===== src/rtl/mdc_defines.vh =====
// constants for the metering datapath control register and its fields
// assumes inclusion by bare name from the rtl and verif files
`ifndef MDC_DEFINES_VH
`define MDC_DEFINES_VH

// register address on the host register port
`define MDC_ADDR_W 12
`define MDC_CTRL_OFFSET 12'h060
`define MDC_CTRL_RESET 32'h00000000
// writable bits [13:3]; [31:14] and [2:0] read as zero here
`define MDC_CTRL_WMASK 32'h00003FF8

// field positions
`define MDC_BIT_REACT_LPF_BYP 13
`define MDC_BIT_ACT_LPF_BYP 12
`define MDC_BIT_NEUT_INT_EN 11
`define MDC_BIT_VNOM_C 10
`define MDC_BIT_VNOM_B 9
`define MDC_BIT_VNOM_A 8
`define MDC_BIT_RMS_SRC 7
`define MDC_BIT_ZX_SRC 6
`define MDC_BIT_PH_INT_EN 5
`define MDC_BIT_MT_EN 4
`define MDC_BIT_HPF_DIS 3

// multipoint compensation
`define MDC_MT_REGIONS 6
`define MDC_MT_OFF_CODE 4'hF

`endif


===== src/rtl/mdc_mt_region.v =====
// multipoint gain region tracker for one current channel
// assumes rms and thresholds are steady between rms updates
`default_nettype none
`include "mdc_defines.vh"

module mdc_mt_region #(
    parameter RW = 24,
    parameter GW = 24
) (
    // clock and reset
    input wire clock,
    input wire srst,
    // control
    input wire enable,
    // measurement and programmed values
    input wire [RW-1:0] rms,
    input wire [5*RW-1:0] low_thr,
    input wire [5*RW-1:0] high_thr,
    input wire [6*GW-1:0] gain_tab,
    // results
    output reg [3:0] region_r,
    output reg [GW-1:0] gain_r
);

    reg [2:0] idx_r;
    reg [2:0] idx_nxt;

    // step one region at a time; low/high gap gives hysteresis against chatter
    always @* begin
        idx_nxt = idx_r;
        if (!enable) begin
            idx_nxt = 3'h0;
        end else if (idx_r < 3'h5 && rms > high_thr[idx_r*RW +: RW]) begin
            idx_nxt = idx_r + 3'h1;
        end else if (idx_r > 3'h0 && rms < low_thr[(idx_r-3'h1)*RW +: RW]) begin
            idx_nxt = idx_r - 3'h1;
        end
    end

    // region code and selected gain, off code while disabled
    always @(posedge clock) begin
        if (srst) begin
            idx_r <= 3'h0;
            region_r <= `MDC_MT_OFF_CODE;
            gain_r <= {GW{1'b0}};
        end else begin
            idx_r <= idx_nxt;
            region_r <= enable ? {1'b0, idx_nxt} : `MDC_MT_OFF_CODE;
            gain_r <= enable ? gain_tab[idx_nxt*GW +: GW] : {GW{1'b0}};
        end
    end

endmodule

`default_nettype wire


===== src/rtl/mdc_top.v =====
// metering datapath control register and the datapath selects it steers
// assumes a host port decoder delivering word writes and reads, one clock
`default_nettype none
`include "mdc_defines.vh"

// Behaviour
// - bit 13 set bypasses low-pass filter in total reactive power path
// - bit 12 set bypasses low-pass filter in total active power path
// - bit 11 set enables the neutral current integrator
// - bits 8,9,10 pick nominal voltage for phase A,B,C apparent power
// - bit 7 zero feeds rms calculations with compensated current samples
// - bit 6 picks zero-crossing input: zero after stages, one before them
// - bit 5 enables the three phase integrators, not the neutral one
// - bit 4 enables multipoint phase and gain compensation
// - bit 3 disables all voltage and current high-pass filters
module mdc_top #(
    parameter SW = 24,
    parameter RW = 24,
    parameter GW = 24
) (
    // clock and reset
    input wire clock,
    input wire srst,
    // host register port
    input wire reg_wr,
    input wire reg_rd,
    input wire [`MDC_ADDR_W-1:0] reg_addr,
    input wire [31:0] reg_wdata,
    output reg [31:0] reg_rdata_r,
    output reg reg_rvalid_r,
    // phase samples a,b,c packed low to high
    input wire [3*SW-1:0] raw_current,
    input wire [3*SW-1:0] compensated_current_waveform,
    input wire [3*SW-1:0] raw_zx_data,
    input wire [3*SW-1:0] compensated_zx_data,
    input wire [3*RW-1:0] measured_voltage_rms,
    input wire [RW-1:0] nominal_voltage_constant,
    // multipoint programmed values and rms per phase
    input wire [3*RW-1:0] current_rms_amplitude,
    input wire [15*RW-1:0] multipoint_low_threshold,
    input wire [15*RW-1:0] multipoint_high_threshold,
    input wire [18*GW-1:0] multipoint_gain_factor,
    // control levels to the datapath
    output reg reactive_power_lowpass_bypass,
    output reg active_power_lowpass_bypass,
    output reg neutral_integrator_enable,
    output reg phase_integrator_enable,
    output reg highpass_disable_all,
    output reg multipoint_compensation_enable,
    // selected datapath values
    output reg [3*SW-1:0] rms_sample_r,
    output reg [3*SW-1:0] zx_sample_r,
    output reg [3*RW-1:0] apparent_power_voltage_r,
    output wire [3*GW-1:0] multipoint_gain_r,
    output wire [12-1:0] multipoint_region_r
);

    reg [31:0] ctrl_r;
    reg [31:0] ctrl_nxt;
    wire phase_a_nominal_voltage_select;
    wire phase_b_nominal_voltage_select;
    wire phase_c_nominal_voltage_select;
    wire rms_sample_source_select;
    wire zero_cross_source_select;
    wire [2:0] vnom_sel;

    // timing plan: a write lands in ctrl_r at its strobe edge, the control
    // levels and selects follow one edge later, so all steered outputs move
    // together two edges after the write; the trackers read ctrl_r directly
    // and so switch on that same edge as the levels
    // limitation: a select flips on a clock edge, not on a sample boundary,
    // so software should change it only while the affected result is unused
    // the extra flop costs one cycle but keeps host decode off datapath timing

    // field map of ctrl_r, all fields plain read/write, reset zero:
    //   13 reactive power low-pass bypass
    //   12 active power low-pass bypass
    //   11 neutral integrator enable
    //   10..8 nominal voltage select, phase c..a
    //   7 rms sample source, 6 zero-cross source
    //   5 phase integrator enable, 4 multipoint enable
    //   3 high-pass disable for every channel
    //   31:14 and 2:0 reserved: not stored, read as zero

    // address match shared by read and write paths
    function hit_ctrl;
        input [`MDC_ADDR_W-1:0] a;
        begin
            hit_ctrl = (a == `MDC_CTRL_OFFSET);
        end
    endfunction

    // only documented fields store; reserved bits never take a write
    // other addresses leave ctrl_r untouched; the port moves whole words
    // only, so there is no byte lane to merge
    always @* begin
        ctrl_nxt = ctrl_r;
        if (reg_wr && hit_ctrl(reg_addr)) begin
            ctrl_nxt = reg_wdata & `MDC_CTRL_WMASK;
        end
    end

    // named taps of the stored fields; vnom_sel packs them a,b,c low to high
    // to match the phase order of the sample buses
    assign phase_a_nominal_voltage_select = ctrl_r[`MDC_BIT_VNOM_A];
    assign phase_b_nominal_voltage_select = ctrl_r[`MDC_BIT_VNOM_B];
    assign phase_c_nominal_voltage_select = ctrl_r[`MDC_BIT_VNOM_C];
    assign rms_sample_source_select = ctrl_r[`MDC_BIT_RMS_SRC];
    assign zero_cross_source_select = ctrl_r[`MDC_BIT_ZX_SRC];
    assign vnom_sel = {phase_c_nominal_voltage_select, phase_b_nominal_voltage_select,
                       phase_a_nominal_voltage_select};

    // register storage and read answer one cycle after the strobe
    // a read in the same cycle as a write returns the old word, which keeps
    // the read path free of the write data mux
    always @(posedge clock) begin
        if (srst) begin
            ctrl_r <= `MDC_CTRL_RESET;
            reg_rdata_r <= 32'h00000000;
            reg_rvalid_r <= 1'b0;
        end else begin
            ctrl_r <= ctrl_nxt;
            reg_rvalid_r <= reg_rd;
            // unmapped reads answer zero rather than stale data, so a
            // mistyped address cannot pass for a valid setting
            reg_rdata_r <= (reg_rd && hit_ctrl(reg_addr)) ? ctrl_r : 32'h00000000;
        end
    end

    // control levels, one flop behind the register
    // each level is a plain copy of its field so the datapath sees a clean
    // registered enable; the extra flop keeps the host port decode off the
    // long paths into the filters and integrators
    // the neutral integrator keeps its own enable apart from the phase ones
    always @(posedge clock) begin
        if (srst) begin
            reactive_power_lowpass_bypass <= 1'b0;
            active_power_lowpass_bypass <= 1'b0;
            neutral_integrator_enable <= 1'b0;
            phase_integrator_enable <= 1'b0;
            highpass_disable_all <= 1'b0;
            multipoint_compensation_enable <= 1'b0;
        end else begin
            reactive_power_lowpass_bypass <= ctrl_r[`MDC_BIT_REACT_LPF_BYP];
            active_power_lowpass_bypass <= ctrl_r[`MDC_BIT_ACT_LPF_BYP];
            neutral_integrator_enable <= ctrl_r[`MDC_BIT_NEUT_INT_EN];
            phase_integrator_enable <= ctrl_r[`MDC_BIT_PH_INT_EN];
            highpass_disable_all <= ctrl_r[`MDC_BIT_HPF_DIS];
            multipoint_compensation_enable <= ctrl_r[`MDC_BIT_MT_EN];
        end
    end

    // per-phase selects and multipoint trackers
    genvar p;
    generate
        for (p = 0; p < 3; p = p + 1) begin : g_phase
            // rms source: the raw tap skips the high-pass filter and integrator,
            // handy for checking their settings against the unfiltered current
            always @(posedge clock) begin
                if (srst) begin
                    rms_sample_r[p*SW +: SW] <= {SW{1'b0}};
                end else if (rms_sample_source_select) begin
                    rms_sample_r[p*SW +: SW] <= raw_current[p*SW +: SW];
                end else begin
                    rms_sample_r[p*SW +: SW] <= compensated_current_waveform[p*SW +: SW];
                end
            end

            // zero-cross source: before or after high-pass, integrator and phase fix
            always @(posedge clock) begin
                if (srst) begin
                    zx_sample_r[p*SW +: SW] <= {SW{1'b0}};
                end else if (zero_cross_source_select) begin
                    zx_sample_r[p*SW +: SW] <= raw_zx_data[p*SW +: SW];
                end else begin
                    zx_sample_r[p*SW +: SW] <= compensated_zx_data[p*SW +: SW];
                end
            end

            // apparent power voltage: nominal constant keeps the result steady
            // when the measured rms is unreliable, at the cost of accuracy
            always @(posedge clock) begin
                if (srst) begin
                    apparent_power_voltage_r[p*RW +: RW] <= {RW{1'b0}};
                end else if (vnom_sel[p]) begin
                    apparent_power_voltage_r[p*RW +: RW] <= nominal_voltage_constant;
                end else begin
                    apparent_power_voltage_r[p*RW +: RW] <= measured_voltage_rms[p*RW +: RW];
                end
            end

            // multipoint tracker per phase; it takes the enable straight from
            // ctrl_r so its off code lines up with the registered enable level
            mdc_mt_region #(
                .RW(RW),
                .GW(GW)
            ) u_mt (
                .clock(clock),
                .srst(srst),
                .enable(ctrl_r[`MDC_BIT_MT_EN]),
                .rms(current_rms_amplitude[p*RW +: RW]),
                .low_thr(multipoint_low_threshold[p*5*RW +: 5*RW]),
                .high_thr(multipoint_high_threshold[p*5*RW +: 5*RW]),
                .gain_tab(multipoint_gain_factor[p*6*GW +: 6*GW]),
                .region_r(multipoint_region_r[p*4 +: 4]),
                .gain_r(multipoint_gain_r[p*GW +: GW])
            );
        end
    endgenerate

endmodule

`default_nettype wire


===== config.mk =====
export PLATFORM = sky130hd
export DESIGN_NAME = mdc_top
export DESIGN_NICKNAME = d
export VERILOG_FILES = /design/src/rtl/mdc_mt_region.v /design/src/rtl/mdc_top.v
export VERILOG_INCLUDE_DIRS = /design/src /design/src/rtl
export SDC_FILE = /design/constraint.sdc
export NUM_CORES = 1
export LEC_CHECK = 0
export CAP_MARGIN = 20
export CORE_AREA = 3 3 772 774
export DETAILED_ROUTE_END_ITERATION = 6
export DIE_AREA = 0 0 775 777
export DONT_BUFFER_PORTS = 1
export PLACE_DENSITY = 0.3
export SYNTH_ARGS = -nofsm -noshare
export SYNTH_HDL_FRONTEND = slang
export SYNTH_SLANG_ARGS = --single-unit

===== constraint.sdc =====
create_clock -name clock -period 14 [get_ports clock]
set_input_delay 2.8 -clock clock [delete_from_list [all_inputs] [get_ports clock]]
set_output_delay 2.8 -clock clock [all_outputs]
set_load 0.01 [all_outputs]

==> results.sh, run 1 <==
export IMPL_hold_violations=0
export IMPL_grt_pass1_wl_um=465000
export IMPL_cts_tree="yes"
export IMPL_setup_viol=0
export IMPL_r2r_cells=26
export IMPL_antenna_found_initial=370
export IMPL_synth_compound_area_frac=0.2317
export IMPL_synth_mux_area_frac=0.2796
export IMPL_fmax_ghz=0.1048
export IMPL_io_pins=1995
export IMPL_synth_area_top_cells="dfxtp_1 (23%), mux2i_1 (16%), mux4_2 (9.0%)"
export IMPL_slew_viol_final=0
export IMPL_synth_ff_type="dfxtp_1"
export IMPL_worst_pin_slew_ns=1.174
export IMPL_num_vias=31650
export IMPL_drt_iter0_drc=2872
export IMPL_worstPathRequired_ns=14.67
export IMPL_core_um2=589600
export IMPL_switchingPower_uw=850.6
export IMPL_end_kind="register"
export IMPL_ys_seq_area_frac=0.2290
export IMPL_cts_setup_buffers=0
export IMPL_combPwrFrac=0.095
export IMPL_dieArea_um2=602200
export IMPL_port_buffers=0
export IMPL_violations="antenna violations"
export IMPL_ys_warn_count=0
export IMPL_first_global_vias=29880
export IMPL_synthAdderAreaFrac=0.06985
export IMPL_vias_per_cell=2.803
export IMPL_final_nets=5101
export IMPL_grt_overflow=0
export IMPL_grt_max_degree=238
export IMPL_fp_dieW_um=775
export IMPL_nFillCells=69280
export IMPL_rsz0062_at_grt="no"
export IMPL_cp_start_kind="register"
export IMPL_path_max_fanout=52
export IMPL_p_sw_frac=0.3081
export IMPL_cts_max_level=2
export IMPL_num_rows=282
export IMPL_fin_tns_setup_ns=0
export IMPL_wirelength_um=400000
export IMPL_cts_buffers=51
export IMPL_clk_latency_ns=0.77
export IMPL_power_per_cell_area_nw_per_um2=66.82
export IMPL_synthToLayoutAreaGrowth_pct=40.64
export IMPL_syn_inst=3429
export IMPL_synth_xor_area_frac=0.002982
export IMPL_path_clk_slew_ns=0.06
export IMPL_worstHoldStart="ctrl_r[5]"
export IMPL_async_reset_ff_frac=0
export IMPL_min_to="reg_rdata_r[5]"
export IMPL_hp_class="register to register"
export IMPL_pwr_share_clk=0.531
export IMPL_dpl_hpwl_um=361300
export IMPL_seqCellArea_um2=6755
export IMPL_synth_top_family_by_area="multiplexers"
export IMPL_synth_largest_area_cell="dfxtp_1"
export IMPL_synth_seq_cells=336
export IMPL_cts_root_buf="clkbuf_16"
export IMPL_ant_nets=1
export IMPL_avgSynthCellArea_um2=8.567
export IMPL_gp_congestion=0.9560
export IMPL_path_class="register to register"
export IMPL_drc=0
export IMPL_cap_violations=0
export IMPL_p_int_uw=1910
export IMPL_drive_gt1_frac=0.1413
export IMPL_clock_skew_ns=0.05254
export IMPL_fin_crit_ns=9.539
export IMPL_die_h_um=777
export IMPL_finalCritPeriodShare=0.6813
export IMPL_ir_drop_v=0.0001233
export IMPL_status="complete, but fails checks"
export IMPL_dr_pass1_iters=6
export IMPL_hold_depth=1
export IMPL_clk_path_buf_depth=3
export IMPL_yosysMostFrequentCell="mux2i_1"
export IMPL_p_total_uw=2761
export IMPL_syn_area_um2=29380
export IMPL_synth_edf_count=0
export IMPL_ctsResizeCount=0
export IMPL_drt_wirelength_per_cell_um=35.42
export IMPL_pwr_share_seq=0.374
export IMPL_reg2reg_from="g_phase[2].u_mt.idx_r[0]"
export IMPL_multi_input_area_um2=21570
export IMPL_p_leak_uw=0.01231
export IMPL_synthDistinctLibCells=76
export IMPL_r2r_end="g_phase[2].u_mt.gain_r[14]"
export IMPL_arrival_ns=10.21
export IMPL_synthSimpleGateAreaFrac=0.1357
export IMPL_start_util=0.04982
export IMPL_cts_sinks=336
export IMPL_rrSetupSlack_ns=4.46
export IMPL_track_usage=0.1260
export IMPL_synthTopCellsByCount="mux2i_1 (477), nor2_1 (398), dfxtp_1 (336)"
export IMPL_slew_headroom=0.2172
export IMPL_hold_ws_ns=0.4759
export IMPL_hold_buffers=0
export IMPL_synth_top_area_share=0.2290
power groups by stage:
stage	clock [µW]	sequential [µW]	combinational, µW
after detailed placement	0	1050	272
final	1470	1030	264
after CTS	1580	1030	273
after global routing	1580	1030	295
after global placement	0	1060	272
after floorplan	0	1040	179
worst max-delay path by stage:
stage | startpoint | end | slack [ns] | cells past startpoint
final | g_phase[2].u_mt.idx_r[0] | g_phase[2].u_mt.gain_r[14] | 4.46 | 26
after global routing | g_phase[2].u_mt.idx_r[0] | g_phase[2].u_mt.gain_r[20] | 3.60 | 26
after CTS | g_phase[1].u_mt.idx_r[1] | g_phase[1].u_mt.gain_r[0] | 3.74 | 20
after detailed placement | g_phase[1].u_mt.idx_r[1] | g_phase[1].u_mt.gain_r[0] | 3.66 | 20
after global placement | g_phase[1].u_mt.idx_r[1] | g_phase[1].u_mt.gain_r[0] | 3.64 | 20
after floorplan | g_phase[0].u_mt.idx_r[1] | g_phase[0].u_mt.gain_r[13] | 7.13 | 26
final cells by class:
type                       instances  area share
clock buffer                      70     0.03604
timing repair buffer             114     0.02193
antenna                          156    0.009449
tap                             7810      0.2365
inverter                          31    0.002847
clock inverter                    25    0.007541
sequential                       336      0.1635
multi-input combinational       2750      0.5222
registers in the layout (all words and copies together) (netlist names):
signal	count
active_power_lowpass_bypass	1
apparent_power_voltage_r	72
ctrl_r	11
g_phase.u_mt.gain_r	72
g_phase.u_mt.idx_r	9
g_phase.u_mt.region_r	10
highpass_disable_all	1
multipoint_compensation_enable	1
neutral_integrator_enable	1
phase_integrator_enable	1
reactive_power_lowpass_bypass	1
reg_rdata_r	11
reg_rvalid_r	1
rms_sample_r	72
zx_sample_r	72
placed cells by master, fill, tap and decap left out, drive strengths merged, types with 67 or more instances in the layout:
master,synthesis,final
mux2i,477,477
nor2,398,398
dfxtp,336,336
nand2,263,263
a21oi,195,195
diode,0,156
ha,156,156
a22oi,150,150
o21ai,144,144
mux4,117,117
buf,114,114
clkbuf,218,70
mux2,68,68
a221oi,67,67
cell families after synthesis:
kind of cell,after synthesis
XOR/XNOR,10
flip-flops,336
multiplexers,662
AND/OR/NAND/NOR,913
other,1
AO/OA/AOI/OAI,983
buffers and inverters,363
adder cells (fa/ha/maj),161
through the flow:
step / worst slack [ns] / area, µm² / std cells / utilization
after global placement: 3.644 / 39080 / 11040 / 0.06628
after global routing: 3.601 / 41110 / 11210 / 0.06973
after floorplan: 7.131 / 29450 / 3449 / -
final: 4.461 / 41310 / 11290 / 0.07007
after CTS: 3.744 / 40900 / 11140 / 0.06938
after detailed placement: 3.662 / 39100 / 11040 / 0.06632
metal layers:
metal	track usage	vias to the layer above	part of all wire
li1	-	12930	-
met1	0.1459	15370	0.40
met2	0.2009	2509	0.44
met3	0.06594	665	0.12
met4	0.03604	174	0.037
met5	0.004146	-	0.0029
worst max-delay path: stages, from the launching register on:
cell and delay, ns:
dfxtp_4 0.34, buf_4 0.52, inv_1 0.53, ha_2 0.99
clkinv_1 0.14, buf_4 0.27, fa_1 0.57, buf_4 0.51
inv_1 0.51, o21ai_0 0.19, a31oi_1 0.08, a22oi_1 0.23
o22ai_1 0.15, a22o_1 0.36, a22oi_1 0.21, ha_1 0.29
a21o_1 0.18, a21o_1 0.18, a211oi_1 0.24, o211ai_1 0.14
a21oi_1 0.28, o21a_1 0.51, o211a_1 0.57, a21o_1 0.52
nand3_2 0.12, buf_4 0.30, o221ai_1 0.38
(Power assumes the default switching activity.)
==> inputs of run 2 (changes only) <==
--- a/config.mk
+++ b/config.mk
@@ -6,10 +6,11 @@
 export SDC_FILE = /design/constraint.sdc
 export NUM_CORES = 1
 export LEC_CHECK = 0
+export ABC_AREA = 1
 export CAP_MARGIN = 20
-export CORE_AREA = 3 3 772 774
+export CORE_AREA = 3 3 773 775
 export DETAILED_ROUTE_END_ITERATION = 6
-export DIE_AREA = 0 0 775 777
+export DIE_AREA = 0 0 776 778
 export DONT_BUFFER_PORTS = 1
 export PLACE_DENSITY = 0.3
 export SYNTH_ARGS = -nofsm -noshare
==> constraint.sdc (replaced) <==
create_clock -name clock -period 8.7 [get_ports clock]
set_input_delay 1.74 -clock clock [delete_from_list [all_inputs] [get_ports clock]]
set_output_delay 1.74 -clock clock [all_outputs]
set_load 0.01 [all_outputs]
==> results.sh, run 2 <==
export IMPL_status="complete, no violations"
export IMPL_syn_inst=5372
export IMPL_fp_dieW_um=776
export IMPL_worstHoldStart="ctrl_r[5]"
export IMPL_combPwrFrac=0.116
export IMPL_slew_headroom=0.1141
export IMPL_pre_cts_slack_ns=1.143
export IMPL_synth_seq_cells=336
export IMPL_setup_slack_ns=1.165
export IMPL_fmax_ghz=0.1327
export IMPL_cap_violations=0
export IMPL_final_common_cell="nand2_1"
export IMPL_dr_pass1_iters=6
export IMPL_track_usage=0.1285
export IMPL_synthDistinctLibCells=67
export IMPL_cts_max_level=2
export IMPL_r2r_end="g_phase[2].u_mt.gain_r[1]"
export IMPL_synth_edf_count=0
export IMPL_switchingPower_uw=1527
export IMPL_nFillCells=70300
export IMPL_dpl_instance_area_um2=40770
export IMPL_p_total_uw=4669
export IMPL_clk_path_buf_depth=3
export IMPL_dieArea_um2=603700
export IMPL_path_clk_slew_ns=0.07
export IMPL_syn_area_um2=31270
export IMPL_ys_seq_area_frac=0.2151
export IMPL_dpl_hpwl_um=364100
export IMPL_cts_tree="yes"
export IMPL_antenna_found_initial=393
export IMPL_rsz0062_at_grt="no"
export IMPL_grt_max_degree=115
export IMPL_num_rows=282
export IMPL_num_vias=41140
export IMPL_p_leak_uw=0.01580
export IMPL_hold_depth=2
export IMPL_reg2reg_from="g_phase[2].u_mt.idx_r[1]"
export IMPL_finalCritPeriodShare=0.8660
export IMPL_drt_iter0_drc=4810
export IMPL_p_sw_frac=0.3271
export IMPL_first_global_vias=38060
export IMPL_stdcell_area_um2=43090
export IMPL_cts_root_buf="clkbuf_16"
export IMPL_final_nets=7013
export IMPL_p_int_uw=3142
export IMPL_drt_wirelength_per_cell_um=31.15
export IMPL_clock_skew_ns=0.05980
export IMPL_seqCellArea_um2=6750
export IMPL_synth_ff_type="dfxtp_1"
export IMPL_pwr_share_clk=0.527
export IMPL_vias_per_cell=3.115
export IMPL_multi_input_area_um2=20940
export IMPL_cp_start_kind="register"
export IMPL_io_pins=1995
export IMPL_end_kind="register"
export IMPL_clk_latency_ns=0.77
export IMPL_hold_buffers=0
export IMPL_ctsResizeCount=0
export IMPL_cts_buffers=52
export IMPL_grtUsageMet3=0.06827
export IMPL_drive_gt1_frac=0.06627
export IMPL_fin_tns_setup_ns=0
export IMPL_avgSynthCellArea_um2=5.821
export IMPL_async_reset_ff_frac=0
export IMPL_die_h_um=778
export IMPL_r2r_cells=23
export IMPL_setup_viol=0
export IMPL_gp_congestion=0.9504
export IMPL_power_per_cell_area_nw_per_um2=108.3
export IMPL_pwr_share_seq=0.357
export IMPL_ir_drop_v=0.0001679
export IMPL_cts_setup_buffers=0
export IMPL_core_um2=590300
export IMPL_min_to="phase_integrator_enable"
export IMPL_final_cell_mix="nand2_1 (1194), nor2_1 (827), o21ai_0 (669)"
export IMPL_synthTopCellsByCount="nand2_1 (1195), nor2_1 (833), o21ai_0 (693)"
export IMPL_cts_sinks=336
export IMPL_yosysMostFrequentCell="nand2_1"
export IMPL_drc=0
export IMPL_path_class="register to register"
export IMPL_synth_area_top_cells="dfxtp_1 (22%), nand2_1 (14%), o21ai_0 (11%)"
export IMPL_synth_top_area_share=0.2151
export IMPL_path_max_fanout=26
export IMPL_port_buffers=0
export IMPL_start_util=0.05298
export IMPL_synth_largest_area_cell="dfxtp_1"
export IMPL_ys_warn_count=0
export IMPL_slew_viol_final=0
export IMPL_grt_busiest_layer="met2"
export IMPL_worstPathRequired_ns=9.35
export IMPL_fin_crit_ns=7.535
export IMPL_wirelength_um=411400
export IMPL_use_met2=0.2010
export IMPL_arrival_ns=8.19
export IMPL_synthToLayoutAreaGrowth_pct=37.79
export IMPL_hp_class="register to register"
export IMPL_hold_violations=0
export IMPL_grt_overflow=0
export IMPL_use_met1=0.1489
export IMPL_rrSetupSlack_ns=1.17
export IMPL_ant_nets=0
export IMPL_grt_pass1_wl_um=492500
export IMPL_worst_pin_slew_ns=1.329
[run 2: layer usage]
metal  up-vias  part of all wire
met4       196             0.041
li1      17900                 -
met2      2744              0.44
met5         -            0.0032
met1     19630              0.39
met3       677              0.13
[run 2: how the worst max path moves through the flow]
stage	cells after the start	start	slack [ns]	to
finish	23	g_phase[2].u_mt.idx_r[1]	1.17	g_phase[2].u_mt.gain_r[1]
global route	23	g_phase[2].u_mt.idx_r[1]	0.72	g_phase[2].u_mt.gain_r[1]
CTS	23	g_phase[2].u_mt.idx_r[1]	0.99	g_phase[2].u_mt.gain_r[1]
detailed placement	23	g_phase[2].u_mt.idx_r[1]	1.14	g_phase[2].u_mt.gain_r[1]
global placement	23	g_phase[2].u_mt.idx_r[1]	1.13	g_phase[2].u_mt.gain_r[1]
floorplan	28	g_phase[2].u_mt.idx_r[0]	2.67	g_phase[2].u_mt.gain_r[0]
[run 2: cells by family after synthesis]
group	share of synthesized area
xor+xnor	0.001681
compound gates	0.2688
fa+ha+maj	0.06562
buf+inv	0.1205
other cells	0.0001199
flops	0.2151
simple gates	0.3282
[run 2: per-stage QoR]
stage               instances  hold WS, ns  utilization
finish                  13210       0.5273      0.07300
global route            13120       0.5966      0.07263
CTS                     13040       0.5337      0.07220
detailed placement      12950       0.5122      0.06906
global placement        12940       0.5174      0.06902
floorplan                5392       0.4301            -
[run 2: worst max-delay path, cell delays in order, from the launching register on]
cell and delay [ns]:
dfxtp_2 0.32, inv_1 0.62, ha_1 0.39, xor2_1 0.38, fa_1 0.67, inv_1 0.58, nand2_1 0.38, o221a_2 0.34
a22oi_1 0.41, ha_1 0.36, a21oi_1 0.16, nand2_1 0.06, nand2_1 0.06, a21oi_1 0.08, a311oi_1 0.42, nand2_2 0.17
nand2_1 0.09, nand3_1 0.10, nand2_2 0.09, buf_4 0.49, nand3_1 0.73, nand2_1 0.26, nand2_1 0.08, a21oi_1 0.14
[run 2: layout make-up]
class	instances	share of cell area
clock inverters	26	0.009321
inverters	496	0.04353
well taps	7810	0.2268
repair buffers	183	0.03452
clock buffers	68	0.03374
diodes	163	0.009466
flip-flops and latches	336	0.1567
multi-input cells	4127	0.4860
[run 2: power by group through the flow]
stage	logic, µW	registers, µW	clock network [µW]
floorplan	293	1670	0
global placement	544	1700	0
detailed placement	542	1700	0
CTS	546	1670	2600
global route	602	1670	2610
finish	541	1670	2460
